<file path="src/common/nvcs_pkg.sv">
// Shared constants and types for the nonvolatile configuration store control.
package nvcs_pkg;

    // ========================================================================
    // Register map
    // ========================================================================
    localparam logic [7:0] CTRL_ADDR = 8'h72;
    localparam logic [7:0] SHADOW_FIRST = 8'ha0;
    localparam logic [7:0] SHADOW_LAST = 8'ha7;
    localparam int SHADOW_COUNT = 8;
    localparam logic [7:0] CTRL_RESET = 8'h00;
    localparam logic [7:0] UNMAPPED_READ = 8'h00;

    // ========================================================================
    // Control register fields
    // ========================================================================
    localparam int IDLE_BIT = 7;
    localparam int ARM_BIT = 2;
    localparam int COMMIT_BIT = 1;
    localparam int RELOAD_BIT = 0;
    localparam logic [7:0] CTRL_WMASK = 8'h07;

    // ========================================================================
    // Timing
    // ========================================================================
    localparam int CLK_HZ = 40_000_000;
    localparam int NVM_OP_MS = 100;
    localparam int HOST_WAIT_MS = 200;
    localparam int NVM_OP_CYCLES = (CLK_HZ / 1000) * NVM_OP_MS;
    localparam int HOST_WAIT_CYCLES = (CLK_HZ / 1000) * HOST_WAIT_MS;

    // ========================================================================
    // Factory contents of the nonvolatile array, last byte first
    // ========================================================================
    localparam logic [63:0] NVM_FACTORY = {
        8'h2d, 8'h64, 8'hcf, 8'h28, 8'h7b, 8'hbf, 8'hf5, 8'h7f
    };

    // ========================================================================
    // Types
    // ========================================================================
    typedef struct packed {
        logic [7:0] addr;
        logic [7:0] wdata;
        logic we;
        logic re;
    } nvcs_reg_req_t;

    typedef struct packed {
        logic [SHADOW_COUNT-1:0][7:0] bytes;
    } nvcs_cfg_t;

    typedef enum logic [1:0] {
        ST_BOOT,
        ST_IDLE,
        ST_COMMIT,
        ST_RELOAD
    } nvcs_state_t;

endpackage

</file>
<file path="src/hw/nvcs_ctrl.sv">
// Control and status logic of the nonvolatile configuration store.
`timescale 1ns/1ps

// Overview of operation
// Bit 7 reads 1 only when idle.
// Host sets arm bit before any operation.
// Host enables device with 05h at 01h; the control does not decode 01h and ignores the write.
// Host fills shadow bytes A0h-A7h first.
// Host writes 04h then 02h to 72h.
// Commit copies shadow to memory; host waits.
// Reload copies memory to shadow after 04h,01h.
// Shadow writes take effect immediately; the control drops shadow writes while an operation runs.
// Uncommitted shadow values lost on power cycle.
// Startup loads memory into shadow automatically.
// Start without arm does nothing, stays idle.

module nvcs_ctrl #(
    parameter int unsigned OP_CYCLES = nvcs_pkg::NVM_OP_CYCLES
) (
    input wire logic clk_sys,
    input wire logic rst,
    input wire logic ce,
    input wire logic fuse_rst,
    input wire nvcs_pkg::nvcs_reg_req_t reg_req,
    output logic [7:0] reg_rdata,
    output nvcs_pkg::nvcs_cfg_t cfg,
    output logic nvm_idle_flag
);

    // ========================================================================
    // Decode helpers
    // ========================================================================
    function automatic logic is_shadow(input logic [7:0] addr);
        is_shadow = (addr >= nvcs_pkg::SHADOW_FIRST) &&
                    (addr <= nvcs_pkg::SHADOW_LAST);
    endfunction

    function automatic logic [2:0] shadow_idx(input logic [7:0] addr);
        logic [7:0] off;
        off = addr - nvcs_pkg::SHADOW_FIRST;
        shadow_idx = off[2:0];
    endfunction

    // ========================================================================
    // State
    // ========================================================================
    nvcs_pkg::nvcs_state_t st_q;
    nvcs_pkg::nvcs_state_t st_d;
    logic [31:0] cnt_q;
    logic [31:0] cnt_d;
    logic [7:0] ctrl_q;
    logic [7:0] ctrl_d;
    logic [7:0][7:0] shadow_q;
    logic [7:0][7:0] shadow_d;
    logic [7:0][7:0] snap_q;
    logic [7:0][7:0] snap_d;
    logic [7:0] rdata_q;
    logic [7:0] rdata_d;
    logic commit_we_q;
    logic commit_we_d;
    logic idle_q;
    logic idle_d;
    logic [63:0] nvm_data;
    logic [31:0] last_cnt;
    logic op_done;
    logic start_ok;
    logic start_commit;
    logic start_reload;
    logic load_shadow;

    assign last_cnt = 32'(OP_CYCLES - 1);
    assign op_done = (cnt_q >= last_cnt);

    // A start needs the arm bit stored by an earlier write; a start write
    // without it is stored and readable but runs nothing.
    assign start_ok = reg_req.we && (reg_req.addr == nvcs_pkg::CTRL_ADDR) &&
                      (st_q == nvcs_pkg::ST_IDLE) &&
                      ctrl_q[nvcs_pkg::ARM_BIT];
    assign start_commit = start_ok && reg_req.wdata[nvcs_pkg::COMMIT_BIT];
    assign start_reload = start_ok && !reg_req.wdata[nvcs_pkg::COMMIT_BIT] &&
                          reg_req.wdata[nvcs_pkg::RELOAD_BIT];
    assign load_shadow = op_done && ((st_q == nvcs_pkg::ST_BOOT) ||
                                     (st_q == nvcs_pkg::ST_RELOAD));

    // ========================================================================
    // Nonvolatile array
    // ========================================================================
    // The written image is the snapshot taken at start, so shadow writes
    // arriving during a commit cannot tear the stored image.
    nvcs_nvm_cell u_cell (
        .clk_sys(clk_sys),
        .fuse_rst(fuse_rst),
        .ce(ce),
        .wr_en(commit_we_q),
        .wr_data(snap_q),
        .rd_data(nvm_data)
    );

    // ========================================================================
    // Sequencer: boot load, commit and reload
    // ========================================================================
    always_comb begin
        st_d = st_q;
        cnt_d = cnt_q;
        snap_d = snap_q;
        commit_we_d = 1'b0;

        case (st_q)
            nvcs_pkg::ST_IDLE: begin
                if (start_commit) begin
                    st_d = nvcs_pkg::ST_COMMIT;
                    snap_d = shadow_q;
                    cnt_d = 32'h0000_0000;
                end else if (start_reload) begin
                    st_d = nvcs_pkg::ST_RELOAD;
                    cnt_d = 32'h0000_0000;
                end
            end
            nvcs_pkg::ST_BOOT: begin
                if (op_done) begin
                    st_d = nvcs_pkg::ST_IDLE;
                    cnt_d = 32'h0000_0000;
                end else begin
                    cnt_d = cnt_q + 32'h0000_0001;
                end
            end
            nvcs_pkg::ST_COMMIT: begin
                if (op_done) begin
                    commit_we_d = 1'b1;
                    st_d = nvcs_pkg::ST_IDLE;
                    cnt_d = 32'h0000_0000;
                end else begin
                    cnt_d = cnt_q + 32'h0000_0001;
                end
            end
            nvcs_pkg::ST_RELOAD: begin
                if (op_done) begin
                    st_d = nvcs_pkg::ST_IDLE;
                    cnt_d = 32'h0000_0000;
                end else begin
                    cnt_d = cnt_q + 32'h0000_0001;
                end
            end
            default: begin
            end
        endcase

        idle_d = (st_d == nvcs_pkg::ST_IDLE);
    end

    // ========================================================================
    // Register file: control byte, shadow bytes and read data
    // ========================================================================
    always_comb begin
        ctrl_d = ctrl_q;
        shadow_d = shadow_q;
        rdata_d = rdata_q;

        if (load_shadow) begin
            shadow_d = nvm_data;
        end

        // Shadow writes are dropped while an operation runs so that a
        // reload or boot image is not overwritten halfway.
        if (reg_req.we) begin
            if (is_shadow(reg_req.addr)) begin
                if (st_q == nvcs_pkg::ST_IDLE) begin
                    shadow_d[shadow_idx(reg_req.addr)] = reg_req.wdata;
                end
            end else if (reg_req.addr == nvcs_pkg::CTRL_ADDR) begin
                ctrl_d = reg_req.wdata & nvcs_pkg::CTRL_WMASK;
            end
        end

        // Register reads.
        if (reg_req.re) begin
            if (is_shadow(reg_req.addr)) begin
                rdata_d = shadow_q[shadow_idx(reg_req.addr)];
            end else if (reg_req.addr == nvcs_pkg::CTRL_ADDR) begin
                rdata_d = ctrl_q;
                rdata_d[nvcs_pkg::IDLE_BIT] = idle_q;
            end else begin
                rdata_d = nvcs_pkg::UNMAPPED_READ;
            end
        end

    end

    // ========================================================================
    // Registers
    // ========================================================================
    always_ff @(posedge clk_sys) begin
        if (rst) begin
            st_q <= nvcs_pkg::ST_BOOT;
            cnt_q <= 32'h0000_0000;
            snap_q <= '0;
            commit_we_q <= 1'b0;
            idle_q <= 1'b0;
        end else if (ce) begin
            st_q <= st_d;
            cnt_q <= cnt_d;
            snap_q <= snap_d;
            commit_we_q <= commit_we_d;
            idle_q <= idle_d;
        end
    end

    // The shadow bytes clear on rst, which models losing them at power
    // off; the boot load and each reload refill them from the array.
    always_ff @(posedge clk_sys) begin
        if (rst) begin
            ctrl_q <= nvcs_pkg::CTRL_RESET;
            shadow_q <= '0;
            rdata_q <= 8'h00;
        end else if (ce) begin
            ctrl_q <= ctrl_d;
            shadow_q <= shadow_d;
            rdata_q <= rdata_d;
        end
    end

    // ========================================================================
    // Outputs
    // ========================================================================
    assign reg_rdata = rdata_q;
    assign cfg.bytes = shadow_q;
    assign nvm_idle_flag = idle_q;

endmodule // nvcs_ctrl

</file>
<file path="src/hw/nvcs_nvm_cell.sv">
// Nonvolatile storage array that keeps its contents across the logic reset.
`timescale 1ns/1ps

module nvcs_nvm_cell (
    input wire logic clk_sys,
    input wire logic fuse_rst,
    input wire logic ce,
    input wire logic wr_en,
    input wire logic [63:0] wr_data,
    output logic [63:0] rd_data
);

    // ========================================================================
    // Storage
    // ========================================================================
    // The array ignores rst on purpose: rst stands for a power cycle, and
    // only a commit or fuse_rst may change what is stored.
    logic [7:0][7:0] mem_q;
    logic [7:0][7:0] mem_d;

    always_comb begin
        mem_d = mem_q;
        if (wr_en) begin
            mem_d = wr_data;
        end
    end

    always_ff @(posedge clk_sys) begin
        if (fuse_rst) begin
            mem_q <= nvcs_pkg::NVM_FACTORY;
        end else if (ce) begin
            mem_q <= mem_d;
        end
    end

    assign rd_data = mem_q;

endmodule // nvcs_nvm_cell
</file>
<file path="config.mk">
export PLATFORM = sky130hd
export DESIGN_NAME = nvcs_ctrl
export DESIGN_NICKNAME = d
export VERILOG_FILES = /design/src/common/nvcs_pkg.sv /design/src/hw/nvcs_ctrl.sv /design/src/hw/nvcs_nvm_cell.sv
export SDC_FILE = /design/constraint.sdc
export NUM_CORES = 1
export LEC_CHECK = 0
export BUFFER_PORTS_ARGS = -buffer_cell sky130_fd_sc_hd__buf_2
export CAP_MARGIN = 20
export CORE_UTILIZATION = 55
export CTS_CLUSTER_DIAMETER = 120
export DETAILED_ROUTE_END_ITERATION = 8
export HOLD_SLACK_MARGIN = 0.12
export MAX_ROUTING_LAYER = met4
export PLACE_DENSITY = 0.74
export SLEW_MARGIN = 20
export SYNTH_ARGS = -nofsm -noshare
export SYNTH_HDL_FRONTEND = slang
export SYNTH_HIERARCHICAL = 1
export SYNTH_SLANG_ARGS = --single-unit
</file>
<file path="constraint.sdc">
create_clock -name clk_sys -period 6.15 [get_ports clk_sys]
set_input_delay 0.615 -clock clk_sys [delete_from_list [all_inputs] [get_ports clk_sys]]
set_output_delay 0.615 -clock clk_sys [all_outputs]
set_load 0.02 [all_outputs]
</file>
# After elaboration in Yosys (flattened, before gate mapping)

Cells that the tools add are included.

Register bits after elaboration: 239
Bits of input ports: 22
Output and inout port bits: 73
Logic and storage cells: 83

Add/subtract/negate cells: 2
$lt $le $gt $ge: 5
Equality and inequality tests: 6
Multiplexer cells: 21
Bitwise gates (word level): 1
Reduce and logical (&&, ||, !) cells: 18

Operators by type and width:

| cell                                                                    | count |
|---|---|
| 64-bit 2-to-1 mux                                                       | 4 |
| 32-bit 2-to-1 mux                                                       | 3 |
| 64-bit bitwise mux                                                      | 1 |
| 32-bit one-hot mux with 2 select lines                                  | 1 |
| 32-bit by 1-bit adder with 32-bit output, second input constant         | 1 |
| 32-bit by 22-bit >= comparator with 1-bit output, second input constant | 1 |
| 8-bit 2-to-1 mux                                                        | 4 |
| 8-bit binary-select mux with 3-bit select                               | 1 |
| 8-bit demux with 3-bit select                                           | 1 |
| 1-bit logical AND                                                       | 9 |
| 8-bit by 7-bit == test with 1-bit output, second input constant         | 1 |
| 8-bit >= comparator, second input constant                              | 1 |
| 8-bit <= comparator, second input constant                              | 1 |
| 2-bit 2-to-1 mux                                                        | 3 |
| 2-bit AND reduction                                                     | 3 |
| 2-bit by 1-bit == test with 1-bit output, second input constant         | 2 |
| 2-bit == test, second input constant                                    | 2 |
| 3-bit by 4-bit < comparator with 1-bit output, second input constant    | 1 |
| 2-bit one-hot mux with 2 select lines                                   | 1 |
| 4-bit AND reduction                                                     | 1 |
| 3-bit by 1-bit >= comparator with 1-bit output, second input constant   | 1 |
| 3-bit != test, second input constant                                    | 1 |
| 3-bit AND reduction                                                     | 1 |
| 3-bit OR reduction                                                      | 1 |
| other kinds (6)                                                         | 7 |

# Logic depth before layout (Yosys ltp)

Depth after elaboration: 10
Depth in mapped cells: 9

# Cells and area by module

Netlist, hierarchy kept.

Modules (own cells, without submodules):

| module        | times used | cells an instance | area an instance (µm²) | sequential area each (µm²) |
|---|---|---|---|---|
| nvcs_ctrl     | 1          | 1046              | 8927.3                 | 3503.4 |
| nvcs_nvm_cell | 1          | 247               | 2633.8                 | 1281.2 |

# Worst setup path before layout

No wires, ideal clock.

Path type: input to register
Start: input port reg_req[16] (netlist name)
End: register shadow_q (netlist bit cfg[10])
Setup time: 0.061 ns
Data arrival time: 2.132 ns
Required time: 6.089 ns
Path slack: 3.958 ns
Stages on the path: 6
Path buffers: 1
Path through: or3b_1 -> or4_1 -> buf_6 -> or2_0 -> nand3_1 -> o221a_1

Longest elaborated chain between the ends: 4
Elaborated cells between the ends (all ways): 5

RTL lines:

| what                                                              | RTL line                         | text |
|---|---|---|
| from (decl)                                                       | nvcs_ctrl.sv:24                  | `input wire nvcs_pkg::nvcs_reg_req_t reg_req,` |
| 8-bit >= comparator / 8-bit <= comparator (equally long branches) | nvcs_ctrl.sv:34, nvcs_ctrl.sv:35 |  |
| 1-bit logical AND *                                               | nvcs_ctrl.sv:34                  | `is_shadow = (addr >= nvcs_pkg::SHADOW_FIRST) &&` |
| 64-bit 2-to-1 mux *                                               | nvcs_ctrl.sv:166                 | `if (is_shadow(reg_req.addr)) begin` |
| 64-bit 2-to-1 mux *                                               | nvcs_ctrl.sv:165                 | `if (reg_req.we) begin` |
| to (signal assigned)                                              | nvcs_ctrl.sv:217                 | `shadow_q <= shadow_d;` |
| to (decl)                                                         | nvcs_ctrl.sv:53                  | `logic [7:0][7:0] shadow_q;` |

Mark *: on every way between the ends. The rest lies on a longest branch, timed or not.
A chain may end at the register's enable or synchronous reset.

==> impl_metrics.py <==
metrics = {
    "status": {
        "status": "completed",
    },
    "routing": {
        "route.detailed.drc": 0,
        "met2WireLength_mm": 14.70,
        "highest_layer": "met4",
        "ant_nets": 0,
        "routed_via_density": 6.459,
        "firstDrtPassIters": 5,
        "drt_iter0_drc": 1198,
        "vias": 10360,
        "route.met3.wl_mm": 2.651,
        "wl_met1_mm": 14.66,
        "drt_wl_total_mm": 33.16,
        "wl_per_cell_um": 20.67,
    },
    "clock_network": {
        "clockBufferDepth": 3,
        "htreeDepth": 1,
        "cts.repair.resized": 0,
        "post_cts_buffers": 0,
        "clk_latency_ns": 0.54,
        "hold_buffers": 0,
        "cts.sinks": 239,
        "cts-root-buf": "clkbuf_16",
        "cts.reportedPaths.clkPinSlew_ns": 0.06,
        "cts_tree": "built",
        "cts_buffers": 26,
    },
    "sta": {
        "tns_ns": 0,
        "skew_ns": 0.01601,
        "fin_crit_ns": 3.455,
        "hold_violations": 0,
        "rsz0062_at_grt": "no",
        "timing.final.crit_share_pct": 56.18,
        "setup_viol": 0,
        "fmax_ghz": 0.2894,
        "relSlewSlack_pct": 21.88,
        "tightest_slew_ns": 1.167,
        "finalMaxSlewViolations": 0,
    },
    "synth": {
        "syn-instance-count": 1293,
        "synthFlopType": "dfxtp_1",
        "synth.distinct_cells": 74,
        "ys_seq_elements": 239,
        "synth_top_family_by_area": "compound AO/OA/AOI/OAI gates",
        "synthSimpleGateAreaFrac_pct": 21.33,
        "ys_seq_area_share_pct": 41.39,
        "synth_fp_nets": 1319,
        "synth.avg_cell_area_um2": 8.941,
        "yosys_warnings": 6,
        "synth_common_cells": "dfxtp_1 (239), nand2_1 (154), nor2_1 (139)",
        "synth_area_leaders": "dfxtp_1 (41%), a211o_1 (5.5%), nand2_1 (5.0%)",
        "synth-compound-area-share_pct": 26.28,
        "async_flop_share_pct": 0,
        "synth_mux_area_share_pct": 3.723,
        "synth_top_area_share_pct": 41.39,
        "synth_xor_area_share_pct": 0,
        "synthAdderAreaFrac_pct": 0.4329,
        "synth.largest_area_cell": "dfxtp_1",
        "synth_most_common_cell": "dfxtp_1",
        "synth_area_mm2": 0.01156,
        "synth_edf_count": 0,
    },
    "min_path": {
        "hold_path_class": "in -> reg",
        "min_from": "reg_req[4]",
        "holdPathStages": 3,
        "min_to": "ctrl_q[2]$_SDFFE_PP0P_",
    },
    "critical_path": {
        "rrSetupSlack_ns": 3.33,
        "worstReg2RegStart": "st_q[0]$_SDFFE_PP0P_",
        "reg2reg_depth": 7,
        "arrival_ns": 3.88,
        "crit_fanout": 83,
        "start_kind": "input port",
        "cp.required_ns": 6.57,
        "cp_common_cell": "buf_4",
        "path_class": "in -> reg",
        "cp_cell_sequence": "buf_4, buf_4, inv_1, nor2_1, a211oi_1, o221a_2",
        "endpoint_kind": "flop",
        "critPathMaxStageDelay_ns": 0.99,
        "critical-path-slowest-cell": "nor2_1",
        "r2r-end": "cnt_q[14]$_SDFFE_PP0P_",
    },
    "placed_design": {
        "portBuffers": 94,
        "place_inst": 1561,
        "dpl_cell_area_mm2": 0.01182,
        "gp_congestion": 0.9105,
        "hpwl_mm": 20.39,
    },
    "finish": {
        "area_growth_pct": 8.842,
        "fin_cells": 1604,
        "final_cell_area_mm2": 0.01258,
        "final_net_count": 1345,
        "fin_util_pct": 61.59,
        "drive_gt1_share_pct": 17.48,
    },
    "die": {
        "rows": 52,
        "start_util_pct": 56.59,
        "fp.coreArea_mm2": 0.02043,
        "die-area_mm2": 0.02160,
        "chipHeight_um": 147.0,
        "die_x_um": 147.0,
        "ios": 95,
    },
    "global_routing": {
        "grt_max_degree": 90,
        "antenna_found_initial": 1,
        "grt_pass1_wl_mm": 52.38,
        "gr-total-overflow": 0,
        "grt_pass1_vias": 9451,
        "grt_usage_pct": 31.02,
    },
    "pwr": {
        "power_density_mw_per_mm2": 248.7,
        "leakagePower_nw": 4.831,
        "power.total_mw": 3.130,
        "ir_drop_mv": 0.2193,
    },
    "run": {
        "cap_viol_max_count": 0,
    },
}
==> worst max path at each step <==
stage	from	end	slack, ns	depth (start not counted)
2_1_floorplan	reg_req[16]	cfg[10]$_SDFFE_PP0P_	3.96	6
3_3_place_gp	ce	cfg[57]$_SDFFE_PP0P_	2.41	6
3_5_place_dp	ce	cfg[40]$_SDFFE_PP0P_	2.33	6
4_1_cts	ce	cfg[40]$_SDFFE_PP0P_	2.88	6
5_1_grt	ce	cfg[8]$_SDFFE_PP0P_	2.60	6
6_report	ce	cfg[57]$_SDFFE_PP0P_	2.70	6
==> layout by cell type (no fill, tap or decap), types with 27 or more instances in the layout <==
cell	netlist	layout
a211o_1	73	73
a211oi_1	33	33
a21oi_1	109	109
and3_1	52	52
buf_2	25	92
clkbuf_16	0	27
dfxtp_1	239	238
inv_1	38	38
nand2_1	154	154
nand3_1	40	40
nor2_1	139	139
==> registers in the layout, indices dropped and copies added (netlist names) <==
name / count
cfg: 64
snap_q: 64
u_cell/rd_data: 64
cnt_q: 32
reg_rdata: 8
ctrl_q: 3
st_q: 2
commit_we_q: 1
nvm_idle_flag: 1
==> per-stage QoR <==
step | setup slack, ns | hold WS, ns
2_1_floorplan | 3.958 | 0.4274
5_1_grt | 2.605 | 0.3963
4_1_cts | 2.880 | 0.3779
3_5_place_dp | 2.327 | 0.4393
3_3_place_gp | 2.409 | 0.4338
6_report | 2.695 | 0.3863
==> per-layer routing <==
layer / track usage (%) / vias up
met4: 11.86 / 0
met1: 43.48 / 5013
met5: - / -
met3: 4.534 / 79
li1: - / 4808
met2: 45.09 / 461
==> cell type report <==
type	count	area [µm²]
timing repair buffer	105	558.0
sequential	239	4786
antenna	1	2.502
clock buffer	39	740.7
inverter	38	142.6
fill	1787	7846
multi-input combinational	909	5997
clock inverter	3	18.77
tap	270	337.8
==> worst max-delay path: cells and delay by family <==
kind	cells	cell delay, ns
and+or+nand+nor	1	0.99
AOI/OAI and AO/OA	2	0.36
buffers and inverters	3	1.82
==> report_power, final <==
| part | switching [mW] | internal (mW) |
|---|---|---|
| sequential | 0.00209 | 1.55 |
| clock | 0.612 | 0.822 |
| combinational | 0.104 | 0.0395 |
| total | 0.717 | 2.41 |
==> kinds of logic (layout without fill, tap and decap cells) <==
kind of cell / count (synthesis) / after routing
mux: 31 / 31
buf+inv: 145 / 185
simple gates: 496 / 496
compound gates: 378 / 378
other cells: 0 / 1
flops: 239 / 239
fa+ha+maj: 4 / 4
Power figures use the tool's default switching activity.
